===== src/rtl/tsrb_pkg.sv =====
`default_nettype none
package tsrb_pkg;
  localparam int ADDR_W      = 12;
  localparam int DATA_W      = 32;
  localparam int STRB_W      = DATA_W / 8;
  typedef logic [ADDR_W-1:0] tsrb_addr_t;
  typedef logic [DATA_W-1:0] tsrb_word_t;

  // register byte offsets
  localparam tsrb_addr_t OFF_USER_CMD   = 12'h010;
  localparam tsrb_addr_t OFF_PATT_SEL   = 12'h014;
  localparam tsrb_addr_t OFF_FIFO_SPACE = 12'h124;
  localparam tsrb_addr_t OFF_SLOW_FEED  = 12'h128;
  localparam tsrb_addr_t OFF_EXP_W0     = 12'h130;
  localparam tsrb_addr_t OFF_EXP_W1     = 12'h134;
  localparam tsrb_addr_t OFF_EXP_W2     = 12'h138;
  localparam tsrb_addr_t OFF_EXP_W3     = 12'h13c;
  localparam tsrb_addr_t OFF_RDB_W0     = 12'h140;
  localparam tsrb_addr_t OFF_RDB_W1     = 12'h144;
  localparam tsrb_addr_t OFF_RDB_W2     = 12'h148;
  localparam tsrb_addr_t OFF_RDB_W3     = 12'h14c;
  localparam tsrb_addr_t OFF_FAIL_LO    = 12'h150;
  localparam tsrb_addr_t OFF_FAIL_HI    = 12'h154;
  localparam tsrb_addr_t OFF_DONE_LO    = 12'h158;
  localparam tsrb_addr_t OFF_DONE_HI    = 12'h15c;
  localparam tsrb_addr_t OFF_IRQ_STAT   = 12'h160;
  localparam tsrb_addr_t OFF_IRQ_MASK   = 12'h164;
  localparam tsrb_addr_t OFF_CSQ_BASE   = 12'h200;

  // custom submission entry window: 16 words, word index in addr[5:2]
  localparam int CSQ_WORDS   = 16;
  localparam int CSQ_SEL_LSB = 2;
  localparam int CSQ_SEL_W   = 4;
  localparam int CSQ_BLK_LSB = CSQ_SEL_LSB + CSQ_SEL_W;

  // user command and pattern select fields
  localparam int CMD_W       = 3;
  localparam logic [CMD_W-1:0] CMD_WRITE = 3'h2;
  localparam logic [CMD_W-1:0] CMD_READ  = 3'h3;
  localparam int PATT_W      = 4;
  localparam int VERIFY_BIT  = 3;

  // captured and mirrored quantities
  localparam int FIFO_CNT_W  = 10;
  localparam int PAT_DATA_W  = 128;
  localparam int FAIL_ADDR_W = 57;
  localparam int DONE_CNT_W  = 45;
  localparam int SLOW_BIT    = 0;

  // interrupt status / mask layout
  localparam int IRQ_W       = 2;
  localparam int IRQ_SLOW    = 0;
  localparam int IRQ_FAIL    = 1;

  localparam logic [1:0] RESP_OKAY   = 2'h0;
  localparam logic [1:0] RESP_DECERR = 2'h3;
endpackage
`default_nettype wire


===== src/rtl/tsrb_top.sv =====
`timescale 1ns/1ps
`default_nettype none
module tsrb_top
  import tsrb_pkg::*;
(
  input  wire logic                           clk_in,
  input  wire logic                           rst_n_in,
  input  wire logic [tsrb_pkg::ADDR_W-1:0]    s_axi_awaddr_in,
  input  wire logic                           s_axi_awvalid_in,
  output logic                                s_axi_awready_out,
  input  wire logic [tsrb_pkg::DATA_W-1:0]    s_axi_wdata_in,
  input  wire logic [tsrb_pkg::STRB_W-1:0]    s_axi_wstrb_in,
  input  wire logic                           s_axi_wvalid_in,
  output logic                                s_axi_wready_out,
  output logic [1:0]                          s_axi_bresp_out,
  output logic                                s_axi_bvalid_out,
  input  wire logic                           s_axi_bready_in,
  input  wire logic [tsrb_pkg::ADDR_W-1:0]    s_axi_araddr_in,
  input  wire logic                           s_axi_arvalid_in,
  output logic                                s_axi_arready_out,
  output logic [tsrb_pkg::DATA_W-1:0]         s_axi_rdata_out,
  output logic [1:0]                          s_axi_rresp_out,
  output logic                                s_axi_rvalid_out,
  input  wire logic                           s_axi_rready_in,
  input  wire logic [tsrb_pkg::FIFO_CNT_W-1:0] addr_fifo_free_count_in,
  input  wire logic                           addr_starve_in,
  input  wire logic                           cmp_valid_in,
  input  wire logic [tsrb_pkg::PAT_DATA_W-1:0] cmp_expected_in,
  input  wire logic [tsrb_pkg::PAT_DATA_W-1:0] cmp_readback_in,
  input  wire logic [tsrb_pkg::FAIL_ADDR_W-1:0] cmp_byte_addr_in,
  input  wire logic [tsrb_pkg::DONE_CNT_W-1:0] completed_cmd_counter_in,
  output logic [tsrb_pkg::CMD_W-1:0]          user_cmd_out,
  output logic                                user_cmd_strobe_out,
  output logic [tsrb_pkg::PATT_W-1:0]         pattern_select_out,
  output logic [tsrb_pkg::CSQ_WORDS*tsrb_pkg::DATA_W-1:0]
                                              custom_submit_dwords_out,
  output logic                                irq_out
);
  import tsrb_pkg::*;

  function automatic tsrb_word_t strb_merge(input tsrb_word_t old_v,
                                            input tsrb_word_t new_v,
                                            input logic [STRB_W-1:0] strb);
    tsrb_word_t res;
    res = old_v;
    for (int b = 0; b < STRB_W; b++) begin
      if (strb[b]) begin
        res[b*8 +: 8] = new_v[b*8 +: 8];
      end
    end
    return res;
  endfunction

  function automatic tsrb_word_t word_of(input logic [PAT_DATA_W-1:0] v,
                                         input int unsigned idx);
    return v[idx*DATA_W +: DATA_W];
  endfunction

  function automatic logic in_csq(input tsrb_addr_t a);
    return a[ADDR_W-1:CSQ_BLK_LSB] == OFF_CSQ_BASE[ADDR_W-1:CSQ_BLK_LSB];
  endfunction

  // bus slave state
  logic                     awready_r;
  logic                     wready_r;
  logic                     bvalid_r;
  logic [1:0]               bresp_r;
  logic                     arready_r;
  logic                     rvalid_r;
  logic [1:0]               rresp_r;
  tsrb_word_t               rdata_r;
  logic                     aw_held_r;
  logic                     w_held_r;
  tsrb_addr_t               aw_addr_r;
  tsrb_word_t               w_data_r;
  logic [STRB_W-1:0]        w_strb_r;

  // register state
  logic [CMD_W-1:0]         user_cmd_r;
  logic                     cmd_strobe_r;
  logic [PATT_W-1:0]        patt_r;
  logic                     slow_r;
  logic                     fail_seen_r;
  logic [PAT_DATA_W-1:0]    exp_r;
  logic [PAT_DATA_W-1:0]    rdb_r;
  logic [FAIL_ADDR_W-1:0]   fail_addr_r;
  logic [IRQ_W-1:0]         irq_stat_r;
  logic [IRQ_W-1:0]         irq_mask_r;
  logic                     irq_r;
  logic [CSQ_WORDS-1:0][DATA_W-1:0] csq_r;

  logic                     wr_go;
  logic                     wr_hit;
  logic                     cmd_wr;
  logic                     cmd_rw;
  logic                     cmd_rd;
  logic                     slow_set;
  logic                     fail_set;
  tsrb_word_t               rd_data;
  logic                     rd_hit;
  logic [IRQ_W-1:0]         irq_clr;
  logic [IRQ_W-1:0]         irq_set;
  logic [IRQ_W-1:0]         irq_stat_nxt;

  assign s_axi_awready_out        = awready_r;
  assign s_axi_wready_out         = wready_r;
  assign s_axi_bvalid_out         = bvalid_r;
  assign s_axi_bresp_out          = bresp_r;
  assign s_axi_arready_out        = arready_r;
  assign s_axi_rvalid_out         = rvalid_r;
  assign s_axi_rresp_out          = rresp_r;
  assign s_axi_rdata_out          = rdata_r;
  assign user_cmd_out             = user_cmd_r;
  assign user_cmd_strobe_out      = cmd_strobe_r;
  assign pattern_select_out       = patt_r;
  assign custom_submit_dwords_out = csq_r;
  assign irq_out                  = irq_r;

  // a write commits once both address and data have been taken
  assign wr_go  = aw_held_r && w_held_r;
  assign cmd_wr = wr_go && (aw_addr_r == OFF_USER_CMD) && w_strb_r[0];
  assign cmd_rw = cmd_wr && ((w_data_r[CMD_W-1:0] == CMD_WRITE) ||
                             (w_data_r[CMD_W-1:0] == CMD_READ));
  assign cmd_rd = cmd_wr && (w_data_r[CMD_W-1:0] == CMD_READ);
  assign slow_set = addr_starve_in;
  assign fail_set = cmp_valid_in && patt_r[VERIFY_BIT] &&
                    (cmp_expected_in != cmp_readback_in) &&
                    (!fail_seen_r || cmd_rd);

  // read-only offsets still decode, so writes to them answer okay and
  // are dropped rather than raising a decode error
  always_comb begin
    case (aw_addr_r)
      OFF_USER_CMD, OFF_PATT_SEL, OFF_FIFO_SPACE, OFF_SLOW_FEED,
      OFF_EXP_W0, OFF_EXP_W1, OFF_EXP_W2, OFF_EXP_W3,
      OFF_RDB_W0, OFF_RDB_W1, OFF_RDB_W2, OFF_RDB_W3,
      OFF_FAIL_LO, OFF_FAIL_HI, OFF_DONE_LO, OFF_DONE_HI,
      OFF_IRQ_STAT, OFF_IRQ_MASK: wr_hit = 1'b1;
      default: wr_hit = in_csq(aw_addr_r);
    endcase
  end

  always_ff @(posedge clk_in or negedge rst_n_in) begin
    if (!rst_n_in) begin
      awready_r <= 1'b1;
      wready_r  <= 1'b1;
      aw_held_r <= 1'b0;
      w_held_r  <= 1'b0;
      aw_addr_r <= '0;
      w_data_r  <= '0;
      w_strb_r  <= '0;
      bvalid_r  <= 1'b0;
      bresp_r   <= RESP_OKAY;
    end else begin
      if (s_axi_awvalid_in && awready_r) begin
        aw_addr_r <= s_axi_awaddr_in;
        aw_held_r <= 1'b1;
        awready_r <= 1'b0;
      end
      if (s_axi_wvalid_in && wready_r) begin
        w_data_r <= s_axi_wdata_in;
        w_strb_r <= s_axi_wstrb_in;
        w_held_r <= 1'b1;
        wready_r <= 1'b0;
      end
      if (wr_go) begin
        aw_held_r <= 1'b0;
        w_held_r  <= 1'b0;
        bvalid_r  <= 1'b1;
        bresp_r   <= wr_hit ? RESP_OKAY : RESP_DECERR;
      end
      // channels reopen only after the response is accepted
      if (bvalid_r && s_axi_bready_in) begin
        bvalid_r  <= 1'b0;
        awready_r <= 1'b1;
        wready_r  <= 1'b1;
      end
    end
  end

  // read mux; capture registers are sliced at read time
  always_comb begin
    rd_hit  = 1'b1;
    rd_data = '0;
    case (s_axi_araddr_in)
      OFF_USER_CMD:   rd_data = DATA_W'(user_cmd_r);
      OFF_PATT_SEL:   rd_data = DATA_W'(patt_r);
      OFF_FIFO_SPACE: rd_data = DATA_W'(addr_fifo_free_count_in);
      OFF_SLOW_FEED:  rd_data[SLOW_BIT] = slow_r;
      OFF_EXP_W0:     rd_data = word_of(exp_r, 0);
      OFF_EXP_W1:     rd_data = word_of(exp_r, 1);
      OFF_EXP_W2:     rd_data = word_of(exp_r, 2);
      OFF_EXP_W3:     rd_data = word_of(exp_r, 3);
      OFF_RDB_W0:     rd_data = word_of(rdb_r, 0);
      OFF_RDB_W1:     rd_data = word_of(rdb_r, 1);
      OFF_RDB_W2:     rd_data = word_of(rdb_r, 2);
      OFF_RDB_W3:     rd_data = word_of(rdb_r, 3);
      OFF_FAIL_LO:    rd_data = fail_addr_r[DATA_W-1:0];
      OFF_FAIL_HI:
        rd_data = DATA_W'(fail_addr_r[FAIL_ADDR_W-1:DATA_W]);
      OFF_DONE_LO:
        rd_data = completed_cmd_counter_in[DATA_W-1:0];
      OFF_DONE_HI:
        rd_data = DATA_W'(completed_cmd_counter_in[DONE_CNT_W-1:DATA_W]);
      OFF_IRQ_STAT:   rd_data = DATA_W'(irq_stat_r);
      OFF_IRQ_MASK:   rd_data = DATA_W'(irq_mask_r);
      // the submission entry is write-only and reads back as zero
      default:        rd_hit = in_csq(s_axi_araddr_in);
    endcase
  end

  always_ff @(posedge clk_in or negedge rst_n_in) begin
    if (!rst_n_in) begin
      arready_r <= 1'b1;
      rvalid_r  <= 1'b0;
      rdata_r   <= '0;
      rresp_r   <= RESP_OKAY;
    end else if (s_axi_arvalid_in && arready_r) begin
      arready_r <= 1'b0;
      rvalid_r  <= 1'b1;
      rdata_r   <= rd_data;
      rresp_r   <= rd_hit ? RESP_OKAY : RESP_DECERR;
    end else if (rvalid_r && s_axi_rready_in) begin
      rvalid_r  <= 1'b0;
      arready_r <= 1'b1;
    end
  end

  // user command and pattern select
  always_ff @(posedge clk_in or negedge rst_n_in) begin
    if (!rst_n_in) begin
      user_cmd_r   <= '0;
      cmd_strobe_r <= 1'b0;
      patt_r       <= '0;
    end else begin
      cmd_strobe_r <= cmd_wr;
      if (cmd_wr) begin
        user_cmd_r <= w_data_r[CMD_W-1:0];
      end
      if (wr_go && (aw_addr_r == OFF_PATT_SEL) && w_strb_r[0]) begin
        patt_r <= w_data_r[PATT_W-1:0];
      end
    end
  end

  // slow-feed flag: a starve in the clearing cycle keeps it set
  always_ff @(posedge clk_in or negedge rst_n_in) begin
    if (!rst_n_in) begin
      slow_r <= 1'b0;
    end else if (slow_set) begin
      slow_r <= 1'b1;
    end else if (cmd_rw) begin
      slow_r <= 1'b0;
    end
  end

  // first-mismatch capture; a new read command re-arms it
  always_ff @(posedge clk_in or negedge rst_n_in) begin
    if (!rst_n_in) begin
      fail_seen_r <= 1'b0;
      exp_r       <= '0;
      rdb_r       <= '0;
      fail_addr_r <= '0;
    end else if (fail_set) begin
      fail_seen_r <= 1'b1;
      exp_r       <= cmp_expected_in;
      rdb_r       <= cmp_readback_in;
      fail_addr_r <= cmp_byte_addr_in;
    end else if (cmd_rd) begin
      fail_seen_r <= 1'b0;
    end
  end

  // submission entry words; capture registers have no write path at all
  always_ff @(posedge clk_in or negedge rst_n_in) begin
    if (!rst_n_in) begin
      csq_r <= '0;
    end else if (wr_go && in_csq(aw_addr_r)) begin
      csq_r[aw_addr_r[CSQ_BLK_LSB-1:CSQ_SEL_LSB]] <=
        strb_merge(csq_r[aw_addr_r[CSQ_BLK_LSB-1:CSQ_SEL_LSB]],
                   w_data_r, w_strb_r);
    end
  end

  // interrupt status, write-one-to-clear; new events win over the clear
  always_comb begin
    irq_clr = '0;
    if (wr_go && (aw_addr_r == OFF_IRQ_STAT) && w_strb_r[0]) begin
      irq_clr = w_data_r[IRQ_W-1:0];
    end
    irq_set           = '0;
    irq_set[IRQ_SLOW] = slow_set && !slow_r;
    irq_set[IRQ_FAIL] = fail_set;
    irq_stat_nxt      = (irq_stat_r & ~irq_clr) | irq_set;
  end

  always_ff @(posedge clk_in or negedge rst_n_in) begin
    if (!rst_n_in) begin
      irq_stat_r <= '0;
      irq_mask_r <= '0;
      irq_r      <= 1'b0;
    end else begin
      irq_stat_r <= irq_stat_nxt;
      if (wr_go && (aw_addr_r == OFF_IRQ_MASK) && w_strb_r[0]) begin
        irq_mask_r <= w_data_r[IRQ_W-1:0];
      end
      irq_r <= |(irq_stat_nxt & irq_mask_r);
    end
  end
endmodule
`default_nettype wire


===== config.mk =====
export PLATFORM = sky130hd
export DESIGN_NAME = tsrb_top
export DESIGN_NICKNAME = d
export VERILOG_FILES = /design/src/rtl/tsrb_pkg.sv /design/src/rtl/tsrb_top.sv
export SDC_FILE = /design/constraint.sdc
export NUM_CORES = 2
export LEC_CHECK = 0
export BUFFER_PORTS_ARGS = -buffer_cell sky130_fd_sc_hd__buf_2
export CAP_MARGIN = 25
export CORE_AREA = 2 2 394 396
export CTS_CLUSTER_DIAMETER = 30
export DETAILED_ROUTE_END_ITERATION = 7
export DIE_AREA = 0 0 396 398
export GPL_ROUTABILITY_DRIVEN = 0
export HOLD_SLACK_MARGIN = 0.12
export PLACE_DENSITY_LB_ADDON = 0.08
export SLEW_MARGIN = 30
export SYNTH_ARGS = -nofsm -noshare
export SYNTH_HDL_FRONTEND = slang
export SYNTH_SLANG_ARGS = --single-unit

===== constraint.sdc =====
create_clock -name clk_in -period 5.95 [get_ports clk_in]
set_input_delay 0.595 -clock clk_in [delete_from_list [all_inputs] [get_ports clk_in]]
set_output_delay 0.595 -clock clk_in [all_outputs]
set_load 0.05 [all_outputs]

# Yosys cells after proc, flatten, opt, wreduce, memory -nomap -nowiden
# Cells that the tools add are included.
[op_classes]
mux = 38
n_reduce_logical = 37
bitwise_logic = 4
n_lt_le_gt_ge = 2
eq_ne = 41
[ops]
columns = ["cell", "count"]
rows = [
  ["31-bit one-hot mux with 17 select lines", 1],
  ["512-bit bitwise mux", 1],
  ["12-bit by 9-bit equality test with 1-bit output, second input constant", 32],
  ["32-bit binary-select mux with 4-bit select", 1],
  ["32-bit demux with 4-bit select", 1],
  ["128-bit != test", 1],
  ["32-bit two-way mux", 2],
  ["8-bit two-way mux", 8],
  ["12-bit by 5-bit equality test with 1-bit output, second input constant", 4],
  ["18-bit OR reduction", 2],
  ["1-bit logical AND", 22],
  ["1-bit two-way mux", 20],
  ["1-bit one-hot mux with 18 select lines", 1],
  ["2-bit nonzero test", 8],
  ["6-bit by 4-bit equality test with 1-bit output, second input constant", 2],
  ["3-bit by 2-bit equality test with 1-bit output, second input constant", 2],
  ["2-bit two-way mux", 3],
  ["4-bit by 5-bit < comparator with 1-bit output, second input constant", 1],
  ["2-bit AND", 2],
  ["4-bit by 1-bit >= comparator with 1-bit output, second input constant", 1],
  ["1-bit zero test", 2],
  ["1-bit logical OR", 2],
  ["2-bit NOT", 1],
  ["2-bit bitwise OR", 1],
  ["2-bit OR reduction", 1],
]
[word_totals]
regBits = 931
out_inout_bits = 562

# Logic depth before layout (Yosys ltp)
[logic_depth]
depth_word = 9
depth_mapped = 10
mapped_depth_nobuf = 6

# Least setup slack after synthesis
# OpenSTA, ideal clock, no wires.
[synth_timing]
path_kind = "reg-to-reg"
from = "register aw_addr_r[2]"
to = "register csq_r, in the netlist custom_submit_dwords_out[31]"
stages_incl_launch_ff = 9
t_arrival_ns = 2.702
setup_ns = 0.137
setup_slack_ns = 3.111
n_path_buf = 4
synth_period_minus_slack_ns = 2.839
cell_sequence = "dfrtp_1 -> clkbuf_1 -> buf_2 -> buf_2 -> mux4_2 -> mux4_2 -> mux2i_1 -> clkbuf_1 -> a21oi_1"
[synth_via]
elab_chain_len = 5
elab_cells_between_ends = 10
cone_classes = "order compare (2); mux (7); reduce/logical (1)"
[synth_lines]
columns = ["item", "line_no", "rtl"]
rows = [
  ["start: declaration", "tsrb_top.sv:74", "tsrb_addr_t aw_addr_r;"],
  ["start signal: assignment", "tsrb_top.sv:156", "aw_addr_r <= s_axi_awaddr_in;"],
  ["4-bit by 5-bit < comparator with 1-bit output (not written as such), or another cell as far along", "tsrb_top.sv:279", "csq_r[aw_addr_r[CSQ_BLK_LSB-1:CSQ_SEL_LSB]] <="],
  ["1-bit logical AND (not written as such) or 32-bit two-way mux (tied branches)", "tsrb_top.sv:279, tsrb_top.sv:280", ""],
  ["32-bit two-way mux (not written as such) or 8-bit two-way mux (tied branches)", "tsrb_top.sv:279, tsrb_top.sv:47", ""],
  ["32-bit demux with 4-bit select or 8-bit two-way mux (tied branches)", "tsrb_top.sv:279, tsrb_top.sv:278", ""],
  ["512-bit bitwise mux (*)", "tsrb_top.sv:279", ""],
  ["end signal: indexed assignment", "tsrb_top.sv:279", ""],
  ["end: declaration", "tsrb_top.sv:90", "logic [CSQ_WORDS-1:0][DATA_W-1:0] csq_r;"],
]
# Every way passes the cells marked *; elsewhere a longest branch is shown, timed or not. The select of a mux whose other input is x is not followed.
# A chain may end at the register's enable or synchronous reset.

# Worst setup path in the final report
[layout_timing]
from = "register w_strb_r[0]"
to = "register fail_addr_r[3]"
[layout_via]
elab_chain_len = 4
[layout_lines]
columns = ["item", "line_no", "rtl"]
rows = [
  ["start: declaration", "tsrb_top.sv:76", "logic [STRB_W-1:0] w_strb_r;"],
  ["start signal: assignment", "tsrb_top.sv:162", "w_strb_r <= s_axi_wstrb_in;"],
  ["1-bit logical AND", "tsrb_top.sv:121", "assign cmd_wr = wr_go && (aw_addr_r == OFF_USER_CMD) && w_strb_r[0];"],
  ["1-bit logical AND", "tsrb_top.sv:124", "assign cmd_rd = cmd_wr && (w_data_r[CMD_W-1:0] == CMD_READ);"],
  ["1-bit logical OR", "tsrb_top.sv:128", "(!fail_seen_r || cmd_rd);"],
  ["1-bit logical AND", "tsrb_top.sv:127", "(cmp_expected_in != cmp_readback_in) &&"],
  ["end signal: assignment", "tsrb_top.sv:268", "fail_addr_r <= cmp_byte_addr_in;"],
  ["end: declaration", "tsrb_top.sv:86", "logic [FAIL_ADDR_W-1:0] fail_addr_r;"],
]
# No other way between the ends.

==> results.md <==
- Status: finished clean
- Initial antenna violation count: 76
- Post-CTS Setup Inserts: 0
- IO Count: between 900 and 1000
- Final Max Slew Viols: 0
- CP startpoint kind: register
- Top_reg_cell synth: dfrtp_1
- Clock transition at path regs: 0.04 ns
- EDFF count, synth: 0
- Setup violations, final: 0
- Via count: ~36000
- Initial DRC count: about 2400
- Port Buf Inserts: about 1000
- Crit. End Element: register
- Detail Route Antenna Nets: 0
- Cells after Synth: approximately 3400
- Die X: 396 µm
- Starting Density: 0.270
- Register area share after synthesis: 0.562
- Synth warn: 0
- Mapped Area: between 40000 and 50000 µm²
- CTS tree: yes
- RSZ-0062 raised after global routing: false
- Clock root cell: clkbuf_16
- Die ar.: between 150000 and 200000 µm²
- Worst skew pair latency: 0.90 ns
- Power Dens Cells: about 430 nW/µm²
- Fill cells: 14821
- Final Net Count: about 5300
- Die height: 398 µm
- # rows: ~140
- CP required: 6.67 ns
- Overall global routing resource usage: 0.266
- Final core occ: 0.413
- Synth-to-layout area growth: 53.0%
- Setup_tns: 0 ns
- Worst Path Arrival: between 4 and 5 ns
- Syn avg cell area: 12.2 µm²
- DRC: 0
- Clk buf depth: 4
- Total of max-cap violations: 0
- Core Region: about 150000 µm²
- Final WL: around 210 mm
- Min Tclk post-route: between 4 and 5 ns
- Cts bufs inserted: 317
- Vias per inst: 4.92
- Setup CP Type: register to register
- # clock sinks: around 930
- Slew margin rel.: 0.309
- Worst slew pin tran: around 1 ns
- Final worst path period share: 0.698
- Worst Hold Class: input pin to register
- Final hold vios: 0
- Remaining global-route overflow: 0
- Detailed-router iteration count before antenna repair: 6
- Worst-path fanout max: 85
- Syn Nets: 3821
- H-tree levels: 5
- Commonest non-fill, non-tap cell in the layout: buf_2
- Vias in the first global route: 37005
- Leak: 0.0312 µW
- Peak supply drop: ~0.30 mV
- Post-Place Cells: 6245
- Finished Layout Cells: approximately 7200
- Commonest cells after routing, fill and taps aside: 997 x buf_2, 921 x dfrtp_1, 388 x dlygate4sd3_1
- Clk_skew: between 0.07 and 0.08 ns
- Synth async-reset ratio: 1.00
- Wire length per cell: slightly below 30 µm
- Global-route wire length before repair: slightly below 300 mm
- Yosys cell types: 63
- Fmax achieved: 241 MHz
- Share of layout cells above drive strength 1: 0.369
- Post-detail-place hpwl: 150 mm
- Register bit total from synthesis: 929
- Pin count of the biggest net entering global routing: ~140
==> through the flow <==
| step | power (µW) | instance area (µm²) | worst slack, ns | hold WS, ns |
|---|---|---|---|---|
| 2_1_floorplan | 9280 | 41400 | 3.11 | 0.299 |
| 3_3_place_gp | 11000 | 48800 | 1.92 | 0.456 |
| 3_5_place_dp | 11000 | 48900 | 1.82 | 0.460 |
| 4_1_cts | 27500 | 63100 | 1.77 | 0.123 |
| 5_1_grt | 28200 | 63300 | 1.56 | 0.149 |
| 6_report | 27200 | 63300 | 1.80 | 0.161 |
==> timing repair <==
item,in CTS,in global routing
hold buffers,388,0
resized for setup,0,0
setup endpoints to repair,0,0
hold endpoints to repair,452,0
==> per-layer routing <==
metal | wire [µm] | vias to the layer above | global-route usage | share of wire
li1 | - | 15517 | - | -
met1 | 89600 | 18167 | 0.337 | 0.42
met2 | 99900 | 1412 | 0.422 | 0.47
met3 | 17600 | 393 | 0.0919 | 0.082
met4 | 6610 | 58 | 0.0892 | 0.031
met5 | 341 | - | 0 | 0.0016
==> cell families (layout without fill, tap and decap cells) <==
group / Yosys count / after routing / synth area share
other: 0 / 38 / 0
AND/OR/NAND/NOR: 701 / 701 / 0.0718
AO/OA/AOI/OAI: 775 / 775 / 0.112
buffers and inverters: 277 / 2036 / 0.0293
multiplexers: 573 / 573 / 0.198
XOR/XNOR: 129 / 129 / 0.0273
flip-flops: 929 / 929 / 0.562
==> power breakdown <==
group          leakage [µW]  switching [µW]  total, µW  internal [µW]
Combinational        0.0132            2480       3880           1400
Sequential           0.0128             545       7240           6700
Clock               0.00513            4490      16100          11600
Total                0.0312            7510      27200          19700
==> sequential cells by signal, indices dropped and copies added, names as in the netlist, 2 cells and up <==
register / cells
aw_addr_r: 12
custom_submit_dwords_out: 512
exp_r: 128
fail_addr_r: 57
irq_mask_r: 2
irq_stat_r: 2
pattern_select_out: 4
rdb_r: 128
s_axi_rdata_out: 32
user_cmd_out: 3
w_data_r: 32
w_strb_r: 4
==> final cells by class <==
| class | instances | area, µm² | share of cell area |
|---|---|---|---|
| Timing Repair Buffer | 1476 | 9810 | 0.155 |
| Multi-Input combinational cell | 2178 | 17200 | 0.272 |
| Sequential cell | 929 | 23300 | 0.367 |
| Clock inverter | 86 | 1030 | 0.0163 |
| Clock buffer | 464 | 9290 | 0.147 |
| Inverter | 10 | 37.5 | 0.000593 |
| Antenna cell | 38 | 95.1 | 0.00150 |
| Tap cell | 2044 | 2560 | 0.0404 |
==> final timing paths <==
check,from,cells past startpoint,slack (ns),endpoint
worst min-delay path,cmp_expected_in[2],2,0.16,exp_r[2]$_DFFE_PN0P_
max in group asynchronous,rst_n_in,4,4.15,custom_submit_dwords_out[433]$_DFFE_PN0P_
worst max register to register,w_strb_r[0]$_DFFE_PN0P_,7,1.80,fail_addr_r[3]$_DFFE_PN0P_
min in group asynchronous,rst_n_in,2,0.34,w_data_r[4]$_DFFE_PN0P_
worst min register to register,s_axi_rdata_out[1]$_DFFE_PN0P_,1,0.47,s_axi_rdata_out[1]$_DFFE_PN0P_
worst max-delay path,w_strb_r[0]$_DFFE_PN0P_,7,1.80,fail_addr_r[3]$_DFFE_PN0P_
==> cell usage after synthesis, drive strengths merged, types with 2 or more instances <==
cell type    n  area share
nor4b        3     0.00063
a41oi        5      0.0011
o41ai        2     0.00060
or4b         3     0.00073
nor4bb       3     0.00073
nor3b        3     0.00054
a31oi       19      0.0029
xor2       129       0.027
mux2       370        0.10
o22ai        2     0.00030
nor2b        2     0.00030
dfrtp      926        0.56
nand3       15      0.0018
buf         92       0.012
mux2i       43       0.010
nor2       243       0.022
o221ai       2     0.00042
nand4       17      0.0026
nand2b       4     0.00060
a222oi      12      0.0029
a221oi      53       0.011
o21ai      307       0.037
nor4        50      0.0077
a32o         2     0.00048
o22a         2     0.00042
a21o        18      0.0033
or4bb        2     0.00054
inv          9     0.00082
clkbuf     175       0.016
nand2      327       0.030
a211oi       3     0.00085
a21oi      237       0.029
a22o        50       0.011
dfstp        3      0.0019
nor3        18      0.0022
a22oi       52      0.0094
mux4       160       0.087
or2          3     0.00045
and2         3     0.00045
==> worst max-delay path, cell delays in order, from the launching register on <==
cell and delay [ns]:
dfrtp_1 0.95, nand4_1 0.57, o41ai_2 0.49, inv_2 0.14, a211oi_4 0.38, buf_12 0.44, buf_12 0.50, mux2_2 0.39
(Power assumes the default switching activity.)
